**config.mk**
```make
export PLATFORM = sky130hd
export DESIGN_NAME = adcl_ctrl
export DESIGN_NICKNAME = d
export VERILOG_FILES = /design/src/adcl_pkg.sv /design/src/adcl_ctrl.sv
export VERILOG_INCLUDE_DIRS = /design/src
export SDC_FILE = /design/constraint.sdc
export NUM_CORES = 1
export LEC_CHECK = 0
export BUFFER_PORTS_ARGS = -buffer_cell sky130_fd_sc_hd__buf_2
export CORE_ASPECT_RATIO = 1.2
export CORE_MARGIN = 4
export CORE_UTILIZATION = 30
export DETAILED_ROUTE_END_ITERATION = 10
export PLACE_DENSITY_LB_ADDON = 0.12
export SLEW_MARGIN = 0
export SYNTH_ARGS = -nofsm -noshare
export SYNTH_HDL_FRONTEND = slang
export SYNTH_SLANG_ARGS = --single-unit
```
**constraint.sdc**
```tcl
create_clock -name pclk -period 2.95 [get_ports pclk]
set_input_delay 0.4425 -clock pclk [delete_from_list [all_inputs] [get_ports pclk]]
set_output_delay 0.4425 -clock pclk [all_outputs]
set_load 0.005 [all_outputs]
```
**src/adcl_cfg.svh**
```systemverilog
// register offsets, field positions, reset values and timing counts
`ifndef ADCL_CFG_SVH
`define ADCL_CFG_SVH
`define ADCL_OFF_SC1      12'h000
`define ADCL_OFF_SC2      12'h004
`define ADCL_OFF_CFG      12'h008
`define ADCL_OFF_RESH     12'h00c
`define ADCL_OFF_RESL     12'h010
`define ADCL_OFF_CVH      12'h014
`define ADCL_OFF_CVL      12'h018
`define ADCL_OFF_PCTL1    12'h01c
`define ADCL_OFF_PCTL2    12'h020
`define ADCL_OFF_PWR      12'h024
`define ADCL_SC1_RST      8'h1f
`define ADCL_SC2_RST      8'h00
`define ADCL_CFG_RST      8'h00
`define ADCL_SC1_CONV_COMPLETE_FLAG     7
`define ADCL_SC1_COMPLETE_IRQ_ENABLE     6
`define ADCL_SC1_CONT     5
`define ADCL_SC2_ACT      7
`define ADCL_SC2_TRG      6
`define ADCL_SC2_CFE      5
`define ADCL_SC2_CGT      4
`define ADCL_CFG_LP       7
`define ADCL_CFG_LS       4
`define ADCL_CLK_BUS      2'b00
`define ADCL_CLK_ASYNC    2'b11
`define ADCL_RES_8        2'b00
`define ADCL_RES_12       2'b01
`define ADCL_RES_10       2'b10
`define ADCL_HALF_SHORT   7
`define ADCL_HALF_LONG    47
`define ADCL_SAR_STEPS    12
`endif

```
**src/adcl_pkg.sv**
```systemverilog
// types shared by the converter control block
package adcl_pkg;
  typedef struct packed {
    logic       low_power_select;
    logic [1:0] clock_divide_select;
    logic       long_sample_select;
    logic [1:0] resolution;
    logic [1:0] input_clock_select;
  } adcl_cfg_t;
  typedef struct packed {
    logic       stop3;
    logic       stop12;
  } adcl_pwr_t;
  typedef enum logic [2:0] {
    ADCL_IDLE   = 3'b001,
    ADCL_SAMPLE = 3'b010,
    ADCL_CONV   = 3'b100
  } adcl_state_t;
endpackage

```
**src/adcl_ctrl.sv**
```systemverilog
// converter control: registers, sequencing, low-power handling
// Behaviour
// - stop3 without async clock aborts to idle
// - result registers kept through stop3
// - after abort wait for new trigger
// - stop3 with async clock keeps converting
// - stop3 starts by hardware trigger or continuous
// - stop3 completion sets flag, wakes if enabled
// - stop1/stop2 resets all registers, disables
// - configuration register field layout
// - active flag shows conversion in progress
// - trigger, compare enable, direction bit positions
// - register two bits 3:0 read zero
// - read-only completion flag at bit 7
// - interrupt enable and continuous select bits
// - bits 4:0 select input channel
// - saturate to full scale or zero
// - sample 3.5 or 23.5 conversion clocks; the code samples for 4 or 24 clock enables
// - convert regardless of pin control bit
// - register one write aborts and restarts
// - discard result while low byte pending
`timescale 1ns/1ns
`include "adcl_cfg.svh"
module adcl_ctrl #(
  parameter int NCH = 16
) (
  input  wire logic                    pclk,
  input  wire logic                    presetn,
  input  wire logic                    psel,
  input  wire logic                    penable,
  input  wire logic                    pwrite,
  input  wire logic [11:0]             paddr,
  input  wire logic [31:0]             pwdata,
  output logic      [31:0]             prdata,
  output logic                         pready,
  output logic                         pslverr,
  input  wire logic                    hw_trigger,
  input  wire logic                    async_conv_clock,
  input  wire logic                    comp_in,
  output logic                         sample_en,
  output logic      [4:0]              channel_out,
  output logic      [11:0]             dac_code,
  output logic      [NCH-1:0]          pin_analog_en,
  output logic                         wake_irq
);
  import adcl_pkg::*;

  logic [7:0]  sc1_r;
  logic [7:0]  sc2_r;
  adcl_cfg_t   cfg_r;
  logic [7:0]  cvh_r;
  logic [7:0]  cvl_r;
  logic [7:0]  pctl1_r;
  logic [7:0]  pctl2_r;
  adcl_pwr_t   pwr_r;
  logic [11:0] res_r;
  logic        blk_r;
  logic        conv_complete_flag_r;
  adcl_state_t st_r;
  logic [5:0]  cnt_r;
  logic [3:0]  bit_r;
  logic [11:0] sar_r;
  logic [3:0]  dcnt_r;
  logic        ck_en;
  logic [2:0]  async_s;
  logic [2:0]  trg_s;
  logic        trg_edge;
  logic        trg_q;
  logic        wr;
  logic        rd;
  logic        soft_rst;

  assign wr = psel & penable & pwrite;
  assign rd = psel & penable & ~pwrite;
  assign pready = 1'b1;
  assign soft_rst = pwr_r.stop12;

  function automatic logic hit(input logic [11:0] a, input logic [11:0] o);
    hit = (a[11:2] == o[11:2]);
  endfunction

  function automatic logic mapped(input logic [11:0] a);
    mapped = hit(a, `ADCL_OFF_SC1) | hit(a, `ADCL_OFF_SC2)
           | hit(a, `ADCL_OFF_CFG) | hit(a, `ADCL_OFF_RESH)
           | hit(a, `ADCL_OFF_RESL) | hit(a, `ADCL_OFF_CVH)
           | hit(a, `ADCL_OFF_CVL) | hit(a, `ADCL_OFF_PCTL1)
           | hit(a, `ADCL_OFF_PCTL2) | hit(a, `ADCL_OFF_PWR);
  endfunction

  assign pslverr = psel & penable & ~mapped(paddr);

  logic async_sel;
  logic stop_abort;
  logic sc1_wr;
  logic mode_wr;
  logic conv_done;
  logic cmp_ok;
  logic [11:0] full;
  logic [11:0] cmpv;
  logic [11:0] cmp_diff;

  assign async_sel  = cfg_r.input_clock_select == `ADCL_CLK_ASYNC;
  assign stop_abort = pwr_r.stop3 & ~async_sel;
  assign sc1_wr     = wr & hit(paddr, `ADCL_OFF_SC1);
  assign mode_wr    = wr & (hit(paddr, `ADCL_OFF_SC2)
                    | hit(paddr, `ADCL_OFF_CFG)
                    | hit(paddr, `ADCL_OFF_CVH)
                    | hit(paddr, `ADCL_OFF_CVL));

  // async clock and trigger synchroniser, trigger edge counts once stages 2 and 3 agree
  always_ff @(posedge pclk or negedge presetn) begin
    if (!presetn) begin
      async_s <= 3'h0;
      trg_s   <= 3'h0;
      trg_q   <= 1'b0;
    end else begin
      async_s <= {async_s[1:0], async_conv_clock};
      trg_s   <= {trg_s[1:0], hw_trigger};
      if (trg_s[2] == trg_s[1]) begin
        trg_q <= trg_s[2];
      end
    end
  end
  assign trg_edge = (trg_s[2] == trg_s[1]) & trg_s[2] & ~trg_q;

  logic [3:0] div_max;
  always_comb begin
    div_max = (4'h1 << cfg_r.clock_divide_select) - 4'h1;
  end

  // conversion clock enable: divided bus clock or async clock edges
  always_ff @(posedge pclk or negedge presetn) begin
    if (!presetn) begin
      dcnt_r <= 4'h0;
      ck_en  <= 1'b0;
    end else if (async_sel) begin
      dcnt_r <= 4'h0;
      ck_en  <= (async_s[2] == async_s[1]) & async_s[1]
              & ~async_s[0] ? 1'b0 : (async_s[2] & ~async_s[1]) == 1'b0
              ? 1'b0 : 1'b1;
    end else if (dcnt_r >= div_max) begin
      dcnt_r <= 4'h0;
      ck_en  <= 1'b1;
    end else begin
      dcnt_r <= dcnt_r + 4'h1;
      ck_en  <= 1'b0;
    end
  end

  always_comb begin
    unique case (cfg_r.resolution)
      `ADCL_RES_12: full = 12'hfff;
      `ADCL_RES_10: full = 12'h3ff;
      default:      full = 12'h0ff;
    endcase
  end

  assign cmpv     = {cvh_r[3:0], cvl_r};
  assign cmp_diff = sar_r - cmpv;
  assign cmp_ok   = ~sc2_r[`ADCL_SC2_CFE]
                  | (sc2_r[`ADCL_SC2_CGT] ? (sar_r >= cmpv)
                                          : (sar_r < cmpv));

  function automatic logic [11:0] trial(input logic [11:0] s,
                                        input logic [3:0]  b);
    trial = (b != 4'h0) ? (s | (12'h001 << (b - 4'h1))) : s;
  endfunction

  logic start_req;
  logic sc1_off;
  logic [3:0] steps;
  logic [11:0] sar_set;
  assign steps = cfg_r.resolution == `ADCL_RES_12 ? 4'd12 :
                 cfg_r.resolution == `ADCL_RES_10 ? 4'd10 : 4'd8;
  // hardware trigger also starts in stop3 with async clock
  assign start_req = (sc2_r[`ADCL_SC2_TRG] & trg_edge)
                   | (sc1_wr & (pwdata[4:0] != 5'h1f));
  // channel code all ones switches the converter off
  assign sc1_off = sc1_wr & (pwdata[4:0] == 5'h1f);
  // decided bit merged in, next trial code loaded with it
  assign sar_set = sar_r | ({11'h0, comp_in} << (bit_r - 4'h1));
  assign conv_done = (st_r == ADCL_CONV) & ck_en & (bit_r == 4'h0);

  logic blocked;
  logic [4:0] chan_eff;
  assign chan_eff = sc1_wr ? pwdata[4:0] : sc1_r[4:0];
  // new result dropped after high byte read until low byte read (not in 8-bit)
  assign blocked = blk_r & (cfg_r.resolution != `ADCL_RES_8);

  // conversion sequencer
  always_ff @(posedge pclk or negedge presetn) begin
    if (!presetn) begin
      st_r     <= ADCL_IDLE;
      cnt_r    <= 6'h0;
      bit_r    <= 4'h0;
      sar_r    <= 12'h000;
      dac_code <= 12'h000;
    end else if (soft_rst | stop_abort | mode_wr | sc1_off) begin
      st_r     <= ADCL_IDLE;
      cnt_r    <= 6'h0;
      bit_r    <= 4'h0;
      sar_r    <= 12'h000;
      dac_code <= 12'h000;
    end else if (start_req) begin
      st_r  <= ADCL_SAMPLE;
      cnt_r <= 6'h0;
      sar_r <= 12'h000;
    end else begin
      unique case (st_r)
        ADCL_IDLE: begin
          cnt_r <= 6'h0;
        end
        ADCL_SAMPLE: begin
          // half-cycle units, two per clock enable, so the sample lasts 4 or 24 clock enables
          if (ck_en) begin
            if (cnt_r >= (cfg_r.long_sample_select ? 6'(`ADCL_HALF_LONG)
                                     : 6'(`ADCL_HALF_SHORT)) - 6'd2) begin
              st_r  <= ADCL_CONV;
              bit_r <= steps;
              sar_r <= 12'h000;
              dac_code <= trial(12'h000, steps);
              cnt_r <= 6'h0;
            end else begin
              cnt_r <= cnt_r + 6'd2;
            end
          end
        end
        ADCL_CONV: begin
          if (ck_en) begin
            if (bit_r != 4'h0) begin
              sar_r <= sar_set;
              bit_r <= bit_r - 4'h1;
              dac_code <= trial(sar_set, bit_r - 4'h1);
            end else if (sc1_r[`ADCL_SC1_CONT]
                         | (blocked & ~(sc2_r[`ADCL_SC2_CFE] & ~cmp_ok))) begin
              st_r  <= ADCL_SAMPLE;
              cnt_r <= 6'h0;
            end else begin
              st_r  <= ADCL_IDLE;
            end
          end
        end
        default: st_r <= ADCL_IDLE;
      endcase
    end
  end

  // result, completion flag, read-order blocking
  always_ff @(posedge pclk or negedge presetn) begin
    if (!presetn) begin
      res_r  <= 12'h000;
      conv_complete_flag_r <= 1'b0;
      blk_r  <= 1'b0;
    end else if (soft_rst) begin
      res_r  <= 12'h000;
      conv_complete_flag_r <= 1'b0;
      blk_r  <= 1'b0;
    end else begin
      if (rd & hit(paddr, `ADCL_OFF_RESH)) begin
        blk_r <= 1'b1;
      end else if (rd & hit(paddr, `ADCL_OFF_RESL)) begin
        blk_r <= 1'b0;
      end
      // completion set wins over the clearing sc1 write
      if (conv_done & cmp_ok & ~blocked) begin
        res_r  <= sc2_r[`ADCL_SC2_CFE] ? (cmp_diff & full)
                                        : (sar_r & full);
        conv_complete_flag_r <= 1'b1;
      end else if (sc1_wr | mode_wr | (rd & hit(paddr, `ADCL_OFF_RESL))) begin
        conv_complete_flag_r <= 1'b0;
      end
    end
  end

  // control registers
  always_ff @(posedge pclk or negedge presetn) begin
    if (!presetn) begin
      sc1_r   <= `ADCL_SC1_RST;
      sc2_r   <= `ADCL_SC2_RST;
      cfg_r   <= adcl_cfg_t'(`ADCL_CFG_RST);
      cvh_r   <= 8'h00;
      cvl_r   <= 8'h00;
      pctl1_r <= 8'h00;
      pctl2_r <= 8'h00;
      pwr_r   <= '0;
    end else if (soft_rst) begin
      sc1_r   <= `ADCL_SC1_RST;
      sc2_r   <= `ADCL_SC2_RST;
      cfg_r   <= adcl_cfg_t'(`ADCL_CFG_RST);
      cvh_r   <= 8'h00;
      cvl_r   <= 8'h00;
      pctl1_r <= 8'h00;
      pctl2_r <= 8'h00;
      pwr_r   <= '0;
    end else if (wr) begin
      if (hit(paddr, `ADCL_OFF_SC1)) sc1_r <= {1'b0, pwdata[6:0]};
      if (hit(paddr, `ADCL_OFF_SC2)) sc2_r <= {1'b0, pwdata[6:4], 4'h0};
      if (hit(paddr, `ADCL_OFF_CFG)) cfg_r <= adcl_cfg_t'(pwdata[7:0]);
      if (hit(paddr, `ADCL_OFF_CVH)) cvh_r <= {4'h0, pwdata[3:0]};
      if (hit(paddr, `ADCL_OFF_CVL)) cvl_r <= pwdata[7:0];
      if (hit(paddr, `ADCL_OFF_PCTL1)) pctl1_r <= pwdata[7:0];
      if (hit(paddr, `ADCL_OFF_PCTL2)) pctl2_r <= pwdata[7:0];
      if (hit(paddr, `ADCL_OFF_PWR)) pwr_r <= adcl_pwr_t'(pwdata[1:0]);
    end
  end

  // read mux
  always_comb begin
    prdata = 32'h0;
    if (rd) begin
      if (hit(paddr, `ADCL_OFF_SC1)) prdata[7:0] = {conv_complete_flag_r, sc1_r[6:0]};
      if (hit(paddr, `ADCL_OFF_SC2))
        prdata[7:0] = {st_r != ADCL_IDLE, sc2_r[6:4], 4'h0};
      if (hit(paddr, `ADCL_OFF_CFG)) prdata[7:0] = cfg_r;
      if (hit(paddr, `ADCL_OFF_RESH)) prdata[7:0] = {4'h0, res_r[11:8]};
      if (hit(paddr, `ADCL_OFF_RESL)) prdata[7:0] = res_r[7:0];
      if (hit(paddr, `ADCL_OFF_CVH)) prdata[7:0] = cvh_r;
      if (hit(paddr, `ADCL_OFF_CVL)) prdata[7:0] = cvl_r;
      if (hit(paddr, `ADCL_OFF_PCTL1)) prdata[7:0] = pctl1_r;
      if (hit(paddr, `ADCL_OFF_PCTL2)) prdata[7:0] = pctl2_r;
      if (hit(paddr, `ADCL_OFF_PWR)) prdata[1:0] = pwr_r;
    end
  end

  // analog front-end controls; channel routed regardless of pin bit
  always_ff @(posedge pclk or negedge presetn) begin
    if (!presetn) begin
      sample_en     <= 1'b0;
      channel_out   <= 5'h1f;
      pin_analog_en <= '0;
      wake_irq      <= 1'b0;
    end else begin
      sample_en     <= st_r == ADCL_SAMPLE;
      channel_out   <= chan_eff;
      pin_analog_en <= NCH'({pctl2_r, pctl1_r});
      wake_irq      <= conv_complete_flag_r & sc1_r[`ADCL_SC1_COMPLETE_IRQ_ENABLE];
    end
  end

  logic active_a_q;
  assign active_a_q = st_r != ADCL_IDLE;

  abort_idle_a: assert property (@(posedge pclk) disable iff (!presetn)
    stop_abort |=> st_r == ADCL_IDLE)
    else $error("stop3 abort did not idle");
  result_hold_a: assert property (@(posedge pclk) disable iff (!presetn)
    pwr_r.stop3 & ~conv_done & ~soft_rst |=> $stable(res_r))
    else $error("result changed in stop3");
  no_resume_a: assert property (@(posedge pclk) disable iff (!presetn)
    $fell(pwr_r.stop3) & st_r == ADCL_IDLE & ~start_req |=> st_r == ADCL_IDLE)
    else $error("conversion resumed alone");
  keep_run_a: assert property (@(posedge pclk) disable iff (!presetn)
    pwr_r.stop3 & async_sel & st_r == ADCL_CONV & ~mode_wr & ~start_req
    & ~soft_rst & ~ck_en |=> st_r == ADCL_CONV)
    else $error("conversion stopped in stop3");
  done_flag_a: assert property (@(posedge pclk) disable iff (!presetn)
    conv_done & cmp_ok & ~blocked & ~soft_rst |=> conv_complete_flag_r ##1 wake_irq == sc1_r[6])
    else $error("completion flag missing");
  deep_reset_a: assert property (@(posedge pclk) disable iff (!presetn)
    soft_rst |=> sc1_r == `ADCL_SC1_RST && cfg_r == '0 && !conv_complete_flag_r)
    else $error("deep stop kept state");
  active_flag_a: assert property (@(posedge pclk) disable iff (!presetn)
    rd & hit(paddr, `ADCL_OFF_SC2) |-> prdata[7] == active_a_q
    && prdata[3:0] == 4'h0)
    else $error("active flag wrong");
  block_drop_a: assert property (@(posedge pclk) disable iff (!presetn)
    conv_done & blocked & ~conv_complete_flag_r & ~soft_rst |=> !conv_complete_flag_r)
    else $error("blocked result set flag");
  chan_off_a: assert property (@(posedge pclk) disable iff (!presetn)
    sc1_off |=> st_r == ADCL_IDLE)
    else $error("channel off did not idle");
  chan_route_a: assert property (@(posedge pclk) disable iff (!presetn)
    sc1_wr |=> channel_out == $past(pwdata[4:0]))
    else $error("channel not routed");
endmodule

```
==> results of run 1 <==
## how the worst min path moves through the flow
| stage | start | endpoint | slack [ns] | cells after the start |
|---|---|---|---|---|
| 2_1_floorplan | presetn | async_s[0] | 0.15 | 0 |
| 3_3_place_gp | trg_s[0] | trg_s[1] | 0.33 | 0 |
| 3_5_place_dp | async_s[0] | async_s[1] | 0.34 | 0 |
| 4_1_cts | hw_trigger | trg_s[0] | 0.11 | 1 |
| 5_1_grt | async_conv_clock | async_s[0] | 0.11 | 1 |
| 6_report | hw_trigger | trg_s[0] | 0.13 | 1 |
## report_power, final
group | switching [uW] | leakage (uW) | internal [uW]
registers | 12.4 | 0.00177 | 1850
logic | 161 | 0.00198 | 85.8
clock network | 950 | 0.000288 | 1200
total | 1120 | 0.00404 | 3130
## worst register-to-register path: cells and delay by family, from the launching register on
kind / cells / cell delay [ns]
adder cells (fa/ha/maj): 1 / 0.31
flip-flops: 1 / 0.38
AO/OA/AOI/OAI: 5 / 1.27
buffers and inverters: 2 / 0.27
AND/OR/NAND/NOR: 2 / 0.48
## sequential cells by signal (all words and copies together) (netlist names), 5 cells and up
signal	flops
pin_analog_en	16
cnt_r	5
pctl2_r	8
sar_r	12
cfg_r	8
res_r	12
dac_code	12
pctl1_r	8
sc1_r	7
channel_out	5
cvl_r	8
## Yosys cell counts (7+ instances only)
cell and n:
a22oi_1 7, dfrtp_1 122, a22o_1 8, mux2_2 8, a211oi_1 10, and2_1 7
o22ai_1 7, nor3_1 15, a21oi_1 57, buf_4 26, ha_1 30, nor2b_1 14
mux2i_1 44, nand2b_1 17, inv_1 34, nand3_1 25, clkbuf_1 22, o21ai_0 28
dfstp_2 11, o211ai_1 8, nor2_1 88, nand2_1 67
## repair_timing
action / in CTS / in global routing
setup endpoints to repair: 0 / 2
endpoints found under the hold margin: 51 / 0
hold buffers: 1 / 0
resized for setup: 0 / 1
## layout make-up
cell class,count,share of cell area (%)
clock buffer,17,4.701
tap,325,4.493
sequential,133,36.94
inverter,34,1.410
clock inverter,15,1.797
multi-input combinational,582,42.40
timing repair buffer,118,8.254
## routing by layer
layer	GRT usage, %	vias up
met5	0	-
met4	3.743	0
met3	3.290	11
met2	27.19	148
met1	22.03	2902
li1	-	2952
## logic make-up (layout without fill, tap and decap cells)
| logic type | Yosys count | count (layout) | share of synthesized area, % |
|---|---|---|---|
| AOI/OAI and AO/OA | 186 | 186 | 17.14 |
| other | 2 | 25 | 0.09980 |
| muxes | 53 | 53 | 7.350 |
| buffers and inverters | 89 | 184 | 5.820 |
| adders and majority gates | 31 | 31 | 5.254 |
| xor gates and xnor gates | 10 | 10 | 1.164 |
| DFF | 133 | 133 | 44.41 |
| and+or+nand+nor | 277 | 277 | 18.76 |
## per-stage QoR
stage | hold WS, ns | setup TNS [ns] | instances
floorplan | 0.1469 | 0 | 804
global placement | 0.3332 | 0 | 1191
detailed placement | 0.3379 | 0 | 1191
CTS | 0.1089 | 0 | 1224
global route | 0.1126 | -0.008476 | 1224
finish | 0.1308 | 0 | 1224
==> reports/qor.csv, run 1 <==
metric;value;unit
run status;finished clean;
met1 wire length;10320;um
post-synthesis instance total;781;
Inserted Diodes;0;
area of the multi-input gates;0.003837;mm^2
htree depth;4;
pwr dens;470.4;mW/mm^2
clock root buffer;clkbuf_16;
total power;4257;uW
Die Y;181.5;um
final core occ;36.68;%
crit path cell chain;buf_2 -> or4_4 -> or2_2 -> buf_4 -> nor2_1 -> a32oi_1 -> a31oi_1 -> buf_2;
sequential share of the synthesized area;44.41;%
vias in the first global route;5964;
worst hold path class;in2reg;
gr usage total;16.33;%
Reg-to-Reg Start;cvl_r[5];
Port-buffer cells;69;
Fin. Hold Viols;0;
WL/cell;18.29;um
Final min period;2.821;ns
Design Area, Final;0.009050;mm^2
FF+latch count, synth;133;
Synth top area share;40.57;%
Starting Density;30.50;%
Residual DRC;0;
Netlist cell types;80;
GR Overflow Total;0;
VDD IR-drop max;0.3583;mV
pre-CTS setup slack;0.1574;ns
clk sinks;133;
Slew headroom;50.57;%
Buf/Inv on CP;3;
DP Area;0.008446;mm^2
Peak Freq;354.4;MHz
row count;63;
RSZ-0062 raised after global routing;true;
first-pass GRT wire length;35560;um
P&R area growth vs syn;20.27;%
drt total wl;22390;um
top sig layer;met4;
post-layout net count;969;
Final Skew;0.01078;ns
Max Slew Vio Count;0;
initial antenna violation count;0;
max incr delay on CP;0.58;ns
Worst Setup Start Kind;primary input;
# fillers;2524;
YS warnings;0;
Reg2Reg Setup Slack;0.16;ns
commonest non-fill, non-tap cell in the layout;dfrtp_1;
CTS clk-pin slew, worst paths;0.06;ns
routed wl met2;10940;um
Pleak;0.004040;uW
core area;0.02467;mm^2
Syn Std Cell Area;0.007525;mm^2
WP data arrival;2.38;ns
CP startpoint;paddr[7];
Die W;152.6;um
Detail Placement HPWL;16770;um
Mapped Avg Cell Area;9.635;um^2
most area-hungry cell type in the Yosys netlist;dfrtp_1;
most frequent cells in the layout;dfrtp_1, nor2_1, buf_2, nand2_1, a21oi_1;
post-CTS setup buffer count;0;
critical path capture point type;primary output;
via count;6013;
Reg2Reg Depth;10;
Crit Reg-Reg Endpoint;res_r[10];
CP max-delay cell;or4_4;
Crit path required time;2.51;ns
CP endpoint;prdata[5];
Crit Path Max Fanout;7;
share of cells above drive strength 1;22.25;%
asr flop ratio synth;100.0;%
Synth area leaders;dfrtp_1, mux2i_1, ha_1;
final setup violation count;0;
sequential cell area;0.003343;mm^2
Crit. path cell count;8;
die area;0.02769;mm^2
EDFF count, synth;0;
WL met3;859;um
Least-Margin Pin Slew;0.7358;ns
Most Frequent Cell on Critical Path;buf_2;
predominant post-synthesis flop cell;dfrtp_1;
largest net degree at the start of global routing;61;
Antenna Nets Post-Route;0;
CP Class;in2out;
CTS tree;built;
total CTS buffers;17;
Clk Latency, worst-skew pair;0.42;ns
vias per cell;4.913;
MaxCap Viol Count;0;
kind of cell adding the most delay to the critical path;simple AND/OR/NAND/NOR gates;
GP Congestion;0.8589;
initial drt markers;342;
post-layout worst setup margin;0.1286;ns
Ports;121;
drt first pass iters;6;
period utilization;95.64;%
CTS Buffer Depth;2;
(Power assumes the default switching activity.)
==> run 2, diff against run 1 <==
Settings changed: CORE_ASPECT_RATIO 1.2 to default.
==> reports/qor.csv, run 2 (synthesis gave the netlist of run 1 again) <==
metric;value;unit;change
run status;complete, but fails checks;;
violated checks;negative hold slack;;
Biggest register;pin_analog_en;;
placed cells;1199;;+0.67%
GP Congestion;0.8286;;-3.5%
Peak Freq;357.4;MHz;+0.84%
period utilization;94.84;%;-0.79 points
die area;0.02768;mm^2;about the same
CTS clk-pin slew, worst paths;0.07;ns;about the same
VDD IR-drop max;0.3672;mV;+2.5%
Reg-to-Reg Start;sar_r[0];;
Reg2Reg Setup Slack;0.20;ns;+0.04 ns
sequential cell area;0.003343;mm^2;unchanged
Starting Density;30.76;%;+0.26 points
P&R area growth vs syn;21.55;%;
vias in the first global route;6264;;+5.0%
Port-buffer cells;69;;unchanged
# fillers;2493;;-1.2%
WL/cell;18.62;um;+1.8%
final setup violation count;0;;unchanged
CTS Hold Bufs;0;;-1
Reg2Reg Depth;11;;+1
drt total wl;22920;um;+2.4%
RSZ-0062 raised after global routing;false;;
total CTS buffers;17;;unchanged
gr usage total;16.70;%;+0.37 points
pwr dens;482.3;mW/mm^2;+2.5%
final core occ;37.39;%;+0.71 points
initial drt markers;389;;+14%
hold_ws;-0.005562;ns;-0.1363 ns
most frequent cells in the layout;dfrtp_1, nor2_1, buf_2, nand2_1, a21oi_1;;
drt first pass iters;5;;-1
post-CTS setup buffer count;0;;unchanged
MaxCap Viol Count;0;;unchanged
Max Slew Vio Count;0;;unchanged
Post-CTS Resized;0;;unchanged
worst hold path class;in2async;;
area of the multi-input gates;0.003836;mm^2;about the same
post-layout net count;977;;+0.83%
htree depth;4;;unchanged
Clk Latency, worst-skew pair;0.43;ns;about the same
CTS tree;built;;
Detail Placement HPWL;17120;um;+2.1%
Layout Cells excl Fill;1231;;+0.57%
post-layout worst setup margin;0.1521;ns;+0.02345 ns
CTS Buffer Depth;2;;unchanged
via count;6112;;+1.6%
clk sinks;133;;unchanged
pre-CTS setup slack;0.1549;ns;-0.002551 ns
Antenna Nets Post-Route;0;;unchanged
vias per cell;4.965;;+1.1%
row count;57;;-9.5%
initial antenna violation count;0;;unchanged
Slew headroom;55.46;%;+4.9 points
core area;0.02446;mm^2;-0.85%
Worst Setup Start Kind;primary input;;
max reg flops;16;;unchanged
WP data arrival;2.36;ns;-0.02 ns
largest net degree at the start of global routing;68;;+11%
Least-Margin Pin Slew;0.6682;ns;-0.06766 ns
Fin. Hold Viols;2;;+2
CP startpoint;paddr[7];;
Ports;121;;unchanged
setup TNS;0;ns;unchanged
Final Skew;0.01345;ns;+0.002672 ns
GR Overflow Total;0;;unchanged
critical path capture point type;primary output;;
Residual DRC;0;;unchanged
Pleak;0.004106;uW;+1.6%
commonest non-fill, non-tap cell in the layout;dfrtp_1;;
CP endpoint;prdata[5];;
Die W;166.4;um;+9.0%
Crit path required time;2.51;ns;about the same
Inserted Diodes;0;;unchanged
Die Y;166.4;um;-8.3%
clock root buffer;clkbuf_16;;
Crit Reg-Reg Endpoint;cnt_r[5];;
Crit Path Max Fanout;8;;+1
Final min period;2.798;ns;-0.02345 ns
share of cells above drive strength 1;23.04;%;+0.80 points
CP Class;in2out;;
first-pass GRT wire length;36470;um;+2.6%
-- run 2: cell types whose count changed in the layout (fill, tap and decap cells not counted), sizes merged --
cell and delta:
clkinv -1, inv +1, dlygate4sd3 -1, bufinv +1, clkinvlp -1, buf +9
-- run 2: layout make-up --
cell class / count / area share [%]
inverter: 34 / 1.395
clock inverter: 15 / 2.230
sequential: 133 / 36.55
clock buffer: 17 / 4.651
timing repair buffer: 126 / 8.796
tap: 324 / 4.432
multi-input combinational: 582 / 41.94
-- run 2: power breakdown --
| group | internal, uW | switching (uW) | leakage (uW) |
|---|---|---|---|
| clock | 1310 | 995 | 0.000310 |
| sequential | 1850 | 14.0 | 0.00177 |
| combinational | 86.6 | 165 | 0.00202 |
| total | 3240 | 1170 | 0.00411 |
-- run 2: stage by stage --
| step | total power [uW] | instance area, um^2 |
|---|---|---|
| CTS | 4475 | 9141 |
| detailed placement | 2148 | 8512 |
| finish | 4412 | 9146 |
| global placement | 2148 | 8512 |
| global route | 4562 | 9146 |
| floorplan | 2029 | 7611 |
-- run 2: how the worst min path moves through the flow --
stage | endpoint | slack (ns) | cells past startpoint
finish | pin_analog_en[0] | -0.006 | 1
global route | pin_analog_en[0] | 0.05 | 1
CTS | pin_analog_en[3] | 0.03 | 1
detailed placement | trg_s[1] | 0.33 | 0
global placement | trg_s[1] | 0.34 | 0
floorplan | async_s[0] | 0.15 | 0
-- run 2: layer usage --
layer / wire [um] / vias to the layer above / global-route usage (%)
met4: 430 / 0 / 5.265
met1: 11180 / 3003 / 23.80
met2: 10610 / 112 / 26.08
met3: 706 / 25 / 2.666
met5: 0 / - / 0
li1: - / 2972 / -
-- run 2: critical path, stage by stage --
cell and delay (ns):
buf_2 0.10, or4_4 0.58, nor3_2 0.17, nand3b_1 0.17, nor3_2 0.13, buf_4 0.18, a21oi_1 0.12, a31oi_1 0.28
buf_2 0.18
